File: config.mk
export PLATFORM = sky130hd
export DESIGN_NAME = vtm_monitor
export DESIGN_NICKNAME = d
export VERILOG_FILES = /design/src/shared/vtm_pkg.sv /design/src/core/vtm_monitor.sv /design/src/core/vtm_limit_chk.sv
export SDC_FILE = /design/constraint.sdc
export NUM_CORES = 1
export LEC_CHECK = 0
export ABC_AREA = 1
export BUFFER_PORTS_ARGS = -buffer_cell sky130_fd_sc_hd__buf_2
export CAP_MARGIN = 20
export CORE_UTILIZATION = 50
export DETAILED_ROUTE_END_ITERATION = 7
export PLACE_DENSITY_LB_ADDON = 0.08
export RECOVER_POWER = 100
export SLEW_MARGIN = 30
export SYNTH_ARGS = -nofsm -noshare
export SYNTH_HDL_FRONTEND = slang
export SYNTH_HIERARCHICAL = 1
export SYNTH_SLANG_ARGS = --single-unit
File: constraint.sdc
create_clock -name clk_i -period 15 [get_ports clk_i]
set_clock_uncertainty 0.2 [all_clocks]
set_input_delay 2.25 -clock clk_i [delete_from_list [all_inputs] [get_ports clk_i]]
set_output_delay 2.25 -clock clk_i [all_outputs]
set_load 0.1 [all_outputs]
File: src/shared/vtm_pkg.sv
// vtm_pkg: register map, field layout, reset values and carrier types of the voltage and temperature monitor
// assumes an apb slave with 32-bit data; each register takes one word at byte address four times its index
package vtm_pkg;

	localparam int          VTM_ADDR_W      = 8;
	localparam int          VTM_REG_W       = 8;
	localparam int          VTM_MEAS_W      = 8;
	localparam int          VTM_LIM_W       = 3;

	// register indexes; byte address is index times four
	localparam logic [5:0]  VTM_IDX_GAIN    = 6'h15;
	localparam logic [5:0]  VTM_IDX_CTRL_A  = 6'h17;
	localparam logic [5:0]  VTM_IDX_CTRL_B  = 6'h18;
	localparam logic [5:0]  VTM_IDX_LIM_P0  = 6'h19;
	localparam logic [5:0]  VTM_IDX_LIM_P1  = 6'h1a;
	localparam logic [5:0]  VTM_IDX_LIM_T   = 6'h1b;
	localparam logic [5:0]  VTM_IDX_ALM_EN  = 6'h1d;
	localparam logic [5:0]  VTM_IDX_STATUS  = 6'h30;
	localparam logic [5:0]  VTM_IDX_P0_PEAK = 6'h31;
	localparam logic [5:0]  VTM_IDX_P0_FLR  = 6'h32;
	localparam logic [5:0]  VTM_IDX_P1_PEAK = 6'h33;
	localparam logic [5:0]  VTM_IDX_P1_FLR  = 6'h34;

	// reset values
	localparam logic [7:0]  VTM_RST_GAIN    = 8'h20;
	localparam logic [7:0]  VTM_RST_CTRL_A  = 8'h3c;
	localparam logic [7:0]  VTM_RST_CTRL_B  = 8'h80;
	localparam logic [7:0]  VTM_RST_LIMITS  = 8'h62;
	localparam logic [7:0]  VTM_RST_ALM_EN  = 8'h00;
	localparam logic [7:0]  VTM_RST_PEAK    = 8'h00;
	localparam logic [7:0]  VTM_RST_FLOOR   = 8'hff;

	// field positions
	localparam int          VTM_GAIN_MSB    = 6;
	localparam int          VTM_GAIN_APPLY  = 7;
	localparam int          VTM_RUN_MSB     = 3;
	localparam int          VTM_RUN_LSB     = 2;
	localparam int          VTM_SEL_P0      = 0;
	localparam int          VTM_SEL_P1      = 1;
	localparam int          VTM_UP_MSB      = 6;
	localparam int          VTM_UP_LSB      = 4;
	localparam int          VTM_LO_MSB      = 2;
	localparam int          VTM_LO_LSB      = 0;
	localparam int          VTM_FLAG_N      = 6;
	localparam int          VTM_LVL_LSB     = 5;

	// status and alarm-enable bit order
	localparam int          VTM_ST_P0_UNDER = 0;
	localparam int          VTM_ST_P0_OVER  = 1;
	localparam int          VTM_ST_P1_UNDER = 2;
	localparam int          VTM_ST_P1_OVER  = 3;
	localparam int          VTM_ST_T_UNDER  = 4;
	localparam int          VTM_ST_T_OVER   = 5;

	localparam logic [1:0]  VTM_RUN_ON      = 2'h3;
	localparam logic [7:0]  VTM_GAIN_NUM    = 8'h80;
	localparam logic [7:0]  VTM_GAIN_UNITY  = 8'h01;

	typedef enum logic [1:0] {
		VTM_CH_PIN0 = 2'b00,
		VTM_CH_PIN1 = 2'b01,
		VTM_CH_TEMP = 2'b10,
		VTM_CH_NONE = 2'b11
	} vtm_chan_t;

	typedef struct packed {
		logic                   valid;
		vtm_chan_t              chan;
		logic [VTM_MEAS_W-1:0]  value;
	} vtm_meas_t;

	typedef struct packed {
		logic                   run;
		logic                   pin0_sense;
		logic                   pin1_sense;
		logic                   gain_apply;
		logic [7:0]             gain;
	} vtm_cfg_t;

endpackage

File: src/core/vtm_monitor.sv
// vtm_monitor: configuration, limit compare and alarm logic of the voltage and temperature monitor
// assumes an apb4 master on clk_i and a front end that delivers one measurement per valid cycle
`timescale 1ns/1ps
module vtm_monitor
	import vtm_pkg::*;
(
	input  wire logic                  clk_i,
	input  wire logic                  sys_rst_i,
	input  wire logic                  psel_i,
	input  wire logic                  penable_i,
	input  wire logic                  pwrite_i,
	input  wire logic [VTM_ADDR_W-1:0] paddr_i,
	input  wire logic [31:0]           pwdata_i,
	input  wire logic [3:0]            pstrb_i,
	output logic                       pready_o,
	output logic [31:0]                prdata_o,
	output logic                       pslverr_o,
	input  wire vtm_meas_t             meas_i,
	output vtm_cfg_t                   cfg_o,
	output logic                       alarm_o
);

	////////////////////////////////////////////////////////////////////////////////
	// registers

	logic [VTM_REG_W-1:0]  gain_q;
	logic [VTM_REG_W-1:0]  ctrl_a_q;
	logic [VTM_REG_W-1:0]  ctrl_b_q;
	logic [VTM_REG_W-1:0]  lim_p0_q;
	logic [VTM_REG_W-1:0]  lim_p1_q;
	logic [VTM_REG_W-1:0]  lim_t_q;
	logic [VTM_REG_W-1:0]  alm_en_q;
	logic [31:0]           prdata_q;
	logic                  pslverr_q;
	vtm_cfg_t              cfg_q;
	logic                  alarm_q;

	logic [5:0]            idx;
	logic                  addr_ok;
	logic                  setup;
	logic                  wr_en;
	logic [VTM_FLAG_N-1:0] flags;
	logic [VTM_FLAG_N-1:0] clr;
	logic [VTM_MEAS_W-1:0] p0_peak;
	logic [VTM_MEAS_W-1:0] p0_floor;
	logic [VTM_MEAS_W-1:0] p1_peak;
	logic [VTM_MEAS_W-1:0] p1_floor;
	logic [VTM_REG_W-1:0]  rd_mux;
	logic                  map_hit;
	logic                  running;
	logic                  samp_p0;
	logic                  samp_p1;
	logic                  samp_t;
	logic [7:0]            gain_calc;
	logic [VTM_GAIN_MSB:0] voltage_gain_divisor;
	logic [VTM_LIM_W-1:0]  pin0_upper_limit;
	logic [VTM_LIM_W-1:0]  pin0_lower_limit;
	logic [VTM_LIM_W-1:0]  pin1_upper_limit;
	logic [VTM_LIM_W-1:0]  pin1_lower_limit;
	logic [VTM_LIM_W-1:0]  temp_upper_limit;
	logic [VTM_LIM_W-1:0]  temp_lower_limit;
	logic [VTM_LIM_W-1:0]  meas_level;

	////////////////////////////////////////////////////////////////////////////////
	// apb decode: read data is latched in the setup cycle, so access always finishes at once

	assign idx      = paddr_i[VTM_ADDR_W-1:2];
	assign addr_ok  = (paddr_i[1:0] == 2'h0);
	assign setup    = psel_i && !penable_i;
	assign wr_en    = psel_i && penable_i && pwrite_i && pstrb_i[0] && map_hit && addr_ok;
	assign pready_o = 1'b1;
	assign prdata_o = prdata_q;
	assign pslverr_o = pslverr_q;

	always_comb begin
		rd_mux  = 8'h00;
		map_hit = 1'b1;
		case (idx)
			VTM_IDX_GAIN:    rd_mux = gain_q;
			VTM_IDX_CTRL_A:  rd_mux = ctrl_a_q;
			VTM_IDX_CTRL_B:  rd_mux = ctrl_b_q;
			VTM_IDX_LIM_P0:  rd_mux = lim_p0_q;
			VTM_IDX_LIM_P1:  rd_mux = lim_p1_q;
			VTM_IDX_LIM_T:   rd_mux = lim_t_q;
			VTM_IDX_ALM_EN:  rd_mux = alm_en_q;
			VTM_IDX_STATUS:  rd_mux = {2'h0, flags};
			VTM_IDX_P0_PEAK: rd_mux = p0_peak;
			VTM_IDX_P0_FLR:  rd_mux = p0_floor;
			VTM_IDX_P1_PEAK: rd_mux = p1_peak;
			VTM_IDX_P1_FLR:  rd_mux = p1_floor;
			default:         map_hit = 1'b0;
		endcase
	end

	always_ff @(posedge clk_i) begin
		if (sys_rst_i) begin
			prdata_q  <= 32'h0000_0000;
			pslverr_q <= 1'b0;
		end else if (setup) begin
			prdata_q  <= (map_hit && addr_ok && !pwrite_i) ? {24'h00_0000, rd_mux} : 32'h0000_0000;
			pslverr_q <= !(map_hit && addr_ok);
		end
	end

	////////////////////////////////////////////////////////////////////////////////
	// software registers; status is write one to clear, min and max readback are read only

	always_ff @(posedge clk_i) begin
		if (sys_rst_i) begin
			gain_q   <= VTM_RST_GAIN;
			ctrl_a_q <= VTM_RST_CTRL_A;
			ctrl_b_q <= VTM_RST_CTRL_B;
			lim_p0_q <= VTM_RST_LIMITS;
			lim_p1_q <= VTM_RST_LIMITS;
			lim_t_q  <= VTM_RST_LIMITS;
			alm_en_q <= VTM_RST_ALM_EN;
		end else if (wr_en) begin
			case (idx)
				VTM_IDX_GAIN:   gain_q   <= pwdata_i[VTM_REG_W-1:0];
				VTM_IDX_CTRL_A: ctrl_a_q <= pwdata_i[VTM_REG_W-1:0];
				VTM_IDX_CTRL_B: ctrl_b_q <= pwdata_i[VTM_REG_W-1:0];
				VTM_IDX_LIM_P0: lim_p0_q <= pwdata_i[VTM_REG_W-1:0];
				VTM_IDX_LIM_P1: lim_p1_q <= pwdata_i[VTM_REG_W-1:0];
				VTM_IDX_LIM_T:  lim_t_q  <= pwdata_i[VTM_REG_W-1:0];
				VTM_IDX_ALM_EN: alm_en_q <= pwdata_i[VTM_REG_W-1:0];
				default: begin
				end
			endcase
		end
	end

	assign clr = (wr_en && idx == VTM_IDX_STATUS) ? pwdata_i[VTM_FLAG_N-1:0] : '0;

	// fields named once so the checkers and the checks read the same bits
	assign voltage_gain_divisor = gain_q[VTM_GAIN_MSB:0];
	assign pin0_upper_limit     = lim_p0_q[VTM_UP_MSB:VTM_UP_LSB];
	assign pin0_lower_limit     = lim_p0_q[VTM_LO_MSB:VTM_LO_LSB];
	assign pin1_upper_limit     = lim_p1_q[VTM_UP_MSB:VTM_UP_LSB];
	assign pin1_lower_limit     = lim_p1_q[VTM_LO_MSB:VTM_LO_LSB];
	assign temp_upper_limit     = lim_t_q[VTM_UP_MSB:VTM_UP_LSB];
	assign temp_lower_limit     = lim_t_q[VTM_LO_MSB:VTM_LO_LSB];
	assign meas_level           = meas_i.value[VTM_MEAS_W-1:VTM_LVL_LSB];

	////////////////////////////////////////////////////////////////////////////////
	// sensor configuration

	// a zero divisor has no meaningful gain, so it reports zero rather than an unknown quotient from dividing by zero
	always_comb begin
		gain_calc = 8'h00;
		if (voltage_gain_divisor != '0) begin
			gain_calc = VTM_GAIN_NUM / {1'b0, voltage_gain_divisor};
		end
	end

	assign running = (ctrl_a_q[VTM_RUN_MSB:VTM_RUN_LSB] == VTM_RUN_ON);

	always_ff @(posedge clk_i) begin
		if (sys_rst_i) begin
			cfg_q <= '0;
		end else begin
			cfg_q.run        <= running;
			cfg_q.pin0_sense <= ctrl_a_q[VTM_SEL_P0];
			cfg_q.pin1_sense <= ctrl_a_q[VTM_SEL_P1];
			cfg_q.gain_apply <= ctrl_b_q[VTM_GAIN_APPLY];
			cfg_q.gain       <= ctrl_b_q[VTM_GAIN_APPLY] ? gain_calc : VTM_GAIN_UNITY;
		end
	end

	assign cfg_o = cfg_q;

	////////////////////////////////////////////////////////////////////////////////
	// limit checks: each sample is compared with the limits standing in its cycle

	assign samp_p0 = meas_i.valid && running && ctrl_a_q[VTM_SEL_P0] && meas_i.chan == VTM_CH_PIN0;
	assign samp_p1 = meas_i.valid && running && ctrl_a_q[VTM_SEL_P1] && meas_i.chan == VTM_CH_PIN1;
	assign samp_t  = meas_i.valid && running && meas_i.chan == VTM_CH_TEMP;

	vtm_limit_chk u_chk_p0 (
		.clk_i       (clk_i),
		.sys_rst_i   (sys_rst_i),
		.sample_i    (samp_p0),
		.value_i     (meas_i.value),
		.upper_i     (pin0_upper_limit),
		.lower_i     (pin0_lower_limit),
		.clr_over_i  (clr[VTM_ST_P0_OVER]),
		.clr_under_i (clr[VTM_ST_P0_UNDER]),
		.over_o      (flags[VTM_ST_P0_OVER]),
		.under_o     (flags[VTM_ST_P0_UNDER]),
		.peak_o      (p0_peak),
		.floor_o     (p0_floor)
	);

	vtm_limit_chk u_chk_p1 (
		.clk_i       (clk_i),
		.sys_rst_i   (sys_rst_i),
		.sample_i    (samp_p1),
		.value_i     (meas_i.value),
		.upper_i     (pin1_upper_limit),
		.lower_i     (pin1_lower_limit),
		.clr_over_i  (clr[VTM_ST_P1_OVER]),
		.clr_under_i (clr[VTM_ST_P1_UNDER]),
		.over_o      (flags[VTM_ST_P1_OVER]),
		.under_o     (flags[VTM_ST_P1_UNDER]),
		.peak_o      (p1_peak),
		.floor_o     (p1_floor)
	);

	// temperature extremes are not exposed, so its trackers are left open
	vtm_limit_chk u_chk_t (
		.clk_i       (clk_i),
		.sys_rst_i   (sys_rst_i),
		.sample_i    (samp_t),
		.value_i     (meas_i.value),
		.upper_i     (temp_upper_limit),
		.lower_i     (temp_lower_limit),
		.clr_over_i  (clr[VTM_ST_T_OVER]),
		.clr_under_i (clr[VTM_ST_T_UNDER]),
		.over_o      (flags[VTM_ST_T_OVER]),
		.under_o     (flags[VTM_ST_T_UNDER]),
		.peak_o      (),
		.floor_o     ()
	);

	////////////////////////////////////////////////////////////////////////////////
	// alarm output

	always_ff @(posedge clk_i) begin
		if (sys_rst_i) begin
			alarm_q <= 1'b0;
		end else begin
			alarm_q <= |(flags & alm_en_q[VTM_FLAG_N-1:0]);
		end
	end

	assign alarm_o = alarm_q;

	////////////////////////////////////////////////////////////////////////////////
	// assertions

	a_gain_value: assert property (@(posedge clk_i) disable iff (sys_rst_i)
		ctrl_b_q[VTM_GAIN_APPLY] && gain_q[VTM_GAIN_MSB:0] == 7'h20 |=> cfg_q.gain == 8'h04)
		else $error("gain field 0x20 did not give gain 4");

	a_gain_bypass: assert property (@(posedge clk_i) disable iff (sys_rst_i)
		!ctrl_b_q[VTM_GAIN_APPLY] |=> cfg_q.gain == 8'h01 && !cfg_q.gain_apply)
		else $error("gain used while apply bit clear");

	a_run_field: assert property (@(posedge clk_i) disable iff (sys_rst_i)
		ctrl_a_q[VTM_RUN_MSB:VTM_RUN_LSB] == 2'h0 |=> !cfg_q.run)
		else $error("monitor runs while disabled");

	a_run_on: assert property (@(posedge clk_i) disable iff (sys_rst_i)
		running |=> cfg_q.run)
		else $error("monitor stopped while enabled");

	a_route_pins: assert property (@(posedge clk_i) disable iff (sys_rst_i)
		1'b1 |=> cfg_q.pin0_sense == $past(ctrl_a_q[VTM_SEL_P0]) &&
			cfg_q.pin1_sense == $past(ctrl_a_q[VTM_SEL_P1]))
		else $error("pin routing does not follow select");

	a_p0_gate: assert property (@(posedge clk_i) disable iff (sys_rst_i)
		!ctrl_a_q[VTM_SEL_P0] |=> !$rose(flags[VTM_ST_P0_OVER]) && !$rose(flags[VTM_ST_P0_UNDER]))
		else $error("pin0 flag rose while pin0 not routed");

	a_p0_over: assert property (@(posedge clk_i) disable iff (sys_rst_i)
		samp_p0 && meas_level > pin0_upper_limit |=> flags[VTM_ST_P0_OVER])
		else $error("pin0 over flag not set");

	a_p0_under: assert property (@(posedge clk_i) disable iff (sys_rst_i)
		samp_p0 && meas_level < pin0_lower_limit |=> flags[VTM_ST_P0_UNDER])
		else $error("pin0 under flag not set");

	a_p0_peak: assert property (@(posedge clk_i) disable iff (sys_rst_i)
		samp_p0 |=> p0_peak >= $past(meas_i.value) && p0_floor <= $past(meas_i.value))
		else $error("pin0 extremes miss a reading");

	a_p0_floor: assert property (@(posedge clk_i) disable iff (sys_rst_i)
		!samp_p0 |=> $stable(p0_floor))
		else $error("pin0 floor moved without a pin0 reading");

	a_p1_flags: assert property (@(posedge clk_i) disable iff (sys_rst_i)
		samp_p1 && meas_level > pin1_upper_limit |=> flags[VTM_ST_P1_OVER])
		else $error("pin1 over flag not set");

	a_p1_under: assert property (@(posedge clk_i) disable iff (sys_rst_i)
		samp_p1 && meas_level < pin1_lower_limit |=> flags[VTM_ST_P1_UNDER])
		else $error("pin1 under flag not set");

	a_p1_peak: assert property (@(posedge clk_i) disable iff (sys_rst_i)
		samp_p1 |=> p1_peak >= $past(meas_i.value))
		else $error("pin1 peak misses a reading");

	a_p1_floor: assert property (@(posedge clk_i) disable iff (sys_rst_i)
		samp_p1 |=> p1_floor <= $past(meas_i.value))
		else $error("pin1 floor misses a reading");

	a_t_over: assert property (@(posedge clk_i) disable iff (sys_rst_i)
		samp_t && meas_level > temp_upper_limit |=> flags[VTM_ST_T_OVER])
		else $error("temp over flag not set");

	a_t_under: assert property (@(posedge clk_i) disable iff (sys_rst_i)
		samp_t && meas_level < temp_lower_limit |=> flags[VTM_ST_T_UNDER])
		else $error("temp under flag not set");

	a_no_sense_off: assert property (@(posedge clk_i) disable iff (sys_rst_i)
		!running |=> $stable(flags) || (|$past(clr)))
		else $error("flag rose while monitor stopped");

	a_alarm_gate: assert property (@(posedge clk_i) disable iff (sys_rst_i)
		(flags & alm_en_q[VTM_FLAG_N-1:0]) == '0 |=> !alarm_o)
		else $error("alarm raised by a masked flag");

	a_alarm_fire: assert property (@(posedge clk_i) disable iff (sys_rst_i)
		(flags & alm_en_q[VTM_FLAG_N-1:0]) != '0 |=> alarm_o)
		else $error("enabled flag did not raise alarm");

	a_flag_clear: assert property (@(posedge clk_i) disable iff (sys_rst_i)
		clr[VTM_ST_T_OVER] && !(samp_t && meas_level > temp_upper_limit) |=> !flags[VTM_ST_T_OVER])
		else $error("temp over flag not cleared by software");

	a_flag_sticky: assert property (@(posedge clk_i) disable iff (sys_rst_i)
		flags[VTM_ST_T_OVER] && !clr[VTM_ST_T_OVER] |=> flags[VTM_ST_T_OVER] [*1])
		else $error("temp over flag lost without a clear");

endmodule // vtm_monitor

File: src/core/vtm_limit_chk.sv
// vtm_limit_chk: one channel's limit compare with sticky flags and peak and floor tracking
// assumes sample_i is already qualified by enable and routing in the parent
`timescale 1ns/1ps
module vtm_limit_chk
	import vtm_pkg::*;
(
	input  wire logic                  clk_i,
	input  wire logic                  sys_rst_i,
	input  wire logic                  sample_i,
	input  wire logic [VTM_MEAS_W-1:0] value_i,
	input  wire logic [VTM_LIM_W-1:0]  upper_i,
	input  wire logic [VTM_LIM_W-1:0]  lower_i,
	input  wire logic                  clr_over_i,
	input  wire logic                  clr_under_i,
	output logic                       over_o,
	output logic                       under_o,
	output logic [VTM_MEAS_W-1:0]      peak_o,
	output logic [VTM_MEAS_W-1:0]      floor_o
);

	logic [VTM_LIM_W-1:0]  level;
	logic                  over_hit;
	logic                  under_hit;
	logic                  over_q;
	logic                  under_q;
	logic [VTM_MEAS_W-1:0] peak_q;
	logic [VTM_MEAS_W-1:0] floor_q;

	// limits are coarse, so only the top bits of the reading take part
	assign level     = value_i[VTM_MEAS_W-1:VTM_LVL_LSB];
	assign over_hit  = sample_i && (level > upper_i);
	assign under_hit = sample_i && (level < lower_i);

	// set wins over a clear in the same cycle so no event is lost
	always_ff @(posedge clk_i) begin
		if (sys_rst_i) begin
			over_q  <= 1'b0;
			under_q <= 1'b0;
		end else begin
			over_q  <= over_hit  | (over_q  & ~clr_over_i);
			under_q <= under_hit | (under_q & ~clr_under_i);
		end
	end

	always_ff @(posedge clk_i) begin
		if (sys_rst_i) begin
			peak_q  <= VTM_RST_PEAK;
			floor_q <= VTM_RST_FLOOR;
		end else if (sample_i) begin
			if (value_i > peak_q) begin
				peak_q <= value_i;
			end
			if (value_i < floor_q) begin
				floor_q <= value_i;
			end
		end
	end

	assign over_o  = over_q;
	assign under_o = under_q;
	assign peak_o  = peak_q;
	assign floor_o = floor_q;

endmodule // vtm_limit_chk

==> flow_metrics.tcl <==
set metrics [dict create \
    path_max_fanout 16 \
    drive_gt1_frac 0.0853 \
    cts.sinks 116 \
    finalNetCount 1305 \
    netlist_area_sq_um 7820 \
    startpoint_type "register" \
    holdPathStages 2 \
    violations "max-capacitance violations, max-slew violations" \
    grt_overflow 0 \
    crit_slowest_cell "dfxtp_1" \
    die_area_sq_um 16100 \
    rows 45 \
    worst_pin_slew_ps 2240 \
    avgSynthCellArea_sq_um 6.95 \
    fmax_ghz 0.0974 \
    rr_endpoint "cfg_o[0]$_SDFF_PP0_" \
    drtPass1Iterations 5 \
    routed_wl_mm 21.3 \
    grt_pass1_wl_mm 34.0 \
    final_antenna_net_count 0 \
    syn2layout_area_growth_pct 10.1 \
    numCtsBuffers 17 \
    cpMostUsedCell "nand2_1" \
    diodes 0 \
    cp_data_required_time_ps 15020 \
    vias_per_cell 5.24 \
    cts-root-buf "clkbuf_16" \
    die_w_um 127 \
    clkSlewWorstSetupHoldPaths_ps 50 \
    drt-initial-drc-count 537 \
    cts_resized 0 \
    slew_headroom -0.495 \
    crit_start "gain_q[0]$_SDFFE_PP0P_" \
    gr-usage-all-layers 0.275 \
    hp-class "reg -> reg" \
    r2r_slack_ps 4730 \
    status "finished, violations left" \
    pre_cts_ws_ps 5120 \
    yosysWarnings 6 \
    vias 7314 \
    cts_setup_buffers 0 \
    synthCells 1126 \
    p_per_area_nw_per_um2 91.2 \
    ir_drop_mv 0.0727 \
    drc 0 \
    setup_tns_ps 0 \
    post-route-period-util 0.684 \
    dp_cells 1366 \
    fin_ws_ps 4730 \
    leakagePower_nw 4.24 \
    min_from "alm_en_q[7]$_SDFFE_PP0P_" \
    port_buffers 54 \
    hold_path_end "alm_en_q[7]$_SDFFE_PP0P_" \
    grt_pass1_vias 6481 \
    die_y_um 127 \
    ios 107 \
    largest_register_ffs 12 \
    antenna_found_initial 0 \
    report.final.slew_viol_count 58 \
    gp_congestion 0.888 \
    worst_skew_pair.late_latency_ps 420 \
    drt-wirelength-per-cell_um 15.3 \
    initial_utilization 0.513 \
    worstSetupPathType "reg -> reg" \
    rsz0062_at_grt "no" \
    max_stage_delay_ps 840 \
    cp.arrival_ps 10290 \
    cts_buffer_depth 2 \
    stdcell_count 1395 \
    grt_max_degree 58 \
    cpLargestDelayFamily "simple AND/OR/NAND/NOR gates" \
    htree_levels 4 \
    setup_viol 0 \
    drv_cap 1 \
    dp_hpwl_mm 15.7 \
    design.core.area_sq_um 15300 \
    path_buf_inv 7 \
    min_period_ps 10270 \
    cts_tree "done" \
    r2r_cells 58 \
    reg2reg_from "gain_q[0]$_SDFFE_PP0P_" \
    postCtsHoldBufs 0 \
    finalHoldViolCount 0 \
    worstSetupEndpointType "register" \
]
## cell type report
type / instances / area, sq um
clock buffer: 21 / 460
multi-input combinational: 785 / 4470
sequential: 116 / 2320
clock inverter: 8 / 104
timing repair buffer: 55 / 244
fill: 1509 / 6650
inverter: 199 / 747
tap: 211 / 264
## layer usage
layer / GRT usage / routed length, um / share of wire
met5: 0 / 0 / 0
met1: 0.385 / 10300 / 0.48
met4: 0.0812 / 332 / 0.016
met3: 0.0423 / 1180 / 0.055
met2: 0.436 / 9500 / 0.45
## worst reg2reg max path, delay by kind of cell, from the launching register on
kind            cells  cell delay [ps]
buf+inv             7              890
flops               1              840
compound gates     10             2150
fa+ha+maj           7             2330
simple gates       33             3510
xor+xnor            1              140
## worst max-delay path by stage
stage                                to  slack [ps]  cells after the start
floorplan           cfg_o[0]$_SDFF_PP0_        6750                     59
global placement    cfg_o[0]$_SDFF_PP0_        5200                     56
detailed placement  cfg_o[0]$_SDFF_PP0_        5120                     58
CTS                 cfg_o[0]$_SDFF_PP0_        5060                     58
global route        cfg_o[0]$_SDFF_PP0_        3480                     56
finish              cfg_o[0]$_SDFF_PP0_        4730                     58
## stage by stage
stage | instance area, sq um | utilization | power [mW] | hold slack (ps)
floorplan | 7910 | - | 0.382 | 223
global placement | 8090 | 0.530 | 0.395 | 237
detailed placement | 8090 | 0.530 | 0.395 | 240
CTS | 8650 | 0.567 | 0.788 | 249
global route | 8610 | 0.564 | 0.809 | 263
finish | 8610 | 0.564 | 0.785 | 246
## power breakdown
| group | leakage, nW | internal [mW] | switching [mW] |
|---|---|---|---|
| clock network | 0.264 | 0.250 | 0.146 |
| registers | 0.937 | 0.309 | 0.000350 |
| logic | 3.04 | 0.0141 | 0.0656 |
| total | 4.24 | 0.573 | 0.212 |
## layout by cell type (no fill, tap or decap), types with 4 or more instances in the layout
cell type	count
clkinvlp_4	4
a21oi_1	92
buf_2	30
clkbuf_1	27
a21oi_2	12
inv_1	197
o211ai_1	15
nand2_4	4
nand2_2	4
nor3_1	13
nand4_1	7
nor2_2	5
dfxtp_1	116
nand3_1	95
nor2_1	65
nand3_2	4
o21ai_0	70
xor2_1	9
conb_1	25
ha_1	71
a221oi_1	15
o22ai_1	14
xnor2_1	5
nand2_1	228
clkbuf_16	17
No activity file was read; power rests on OpenSTA's default activity.
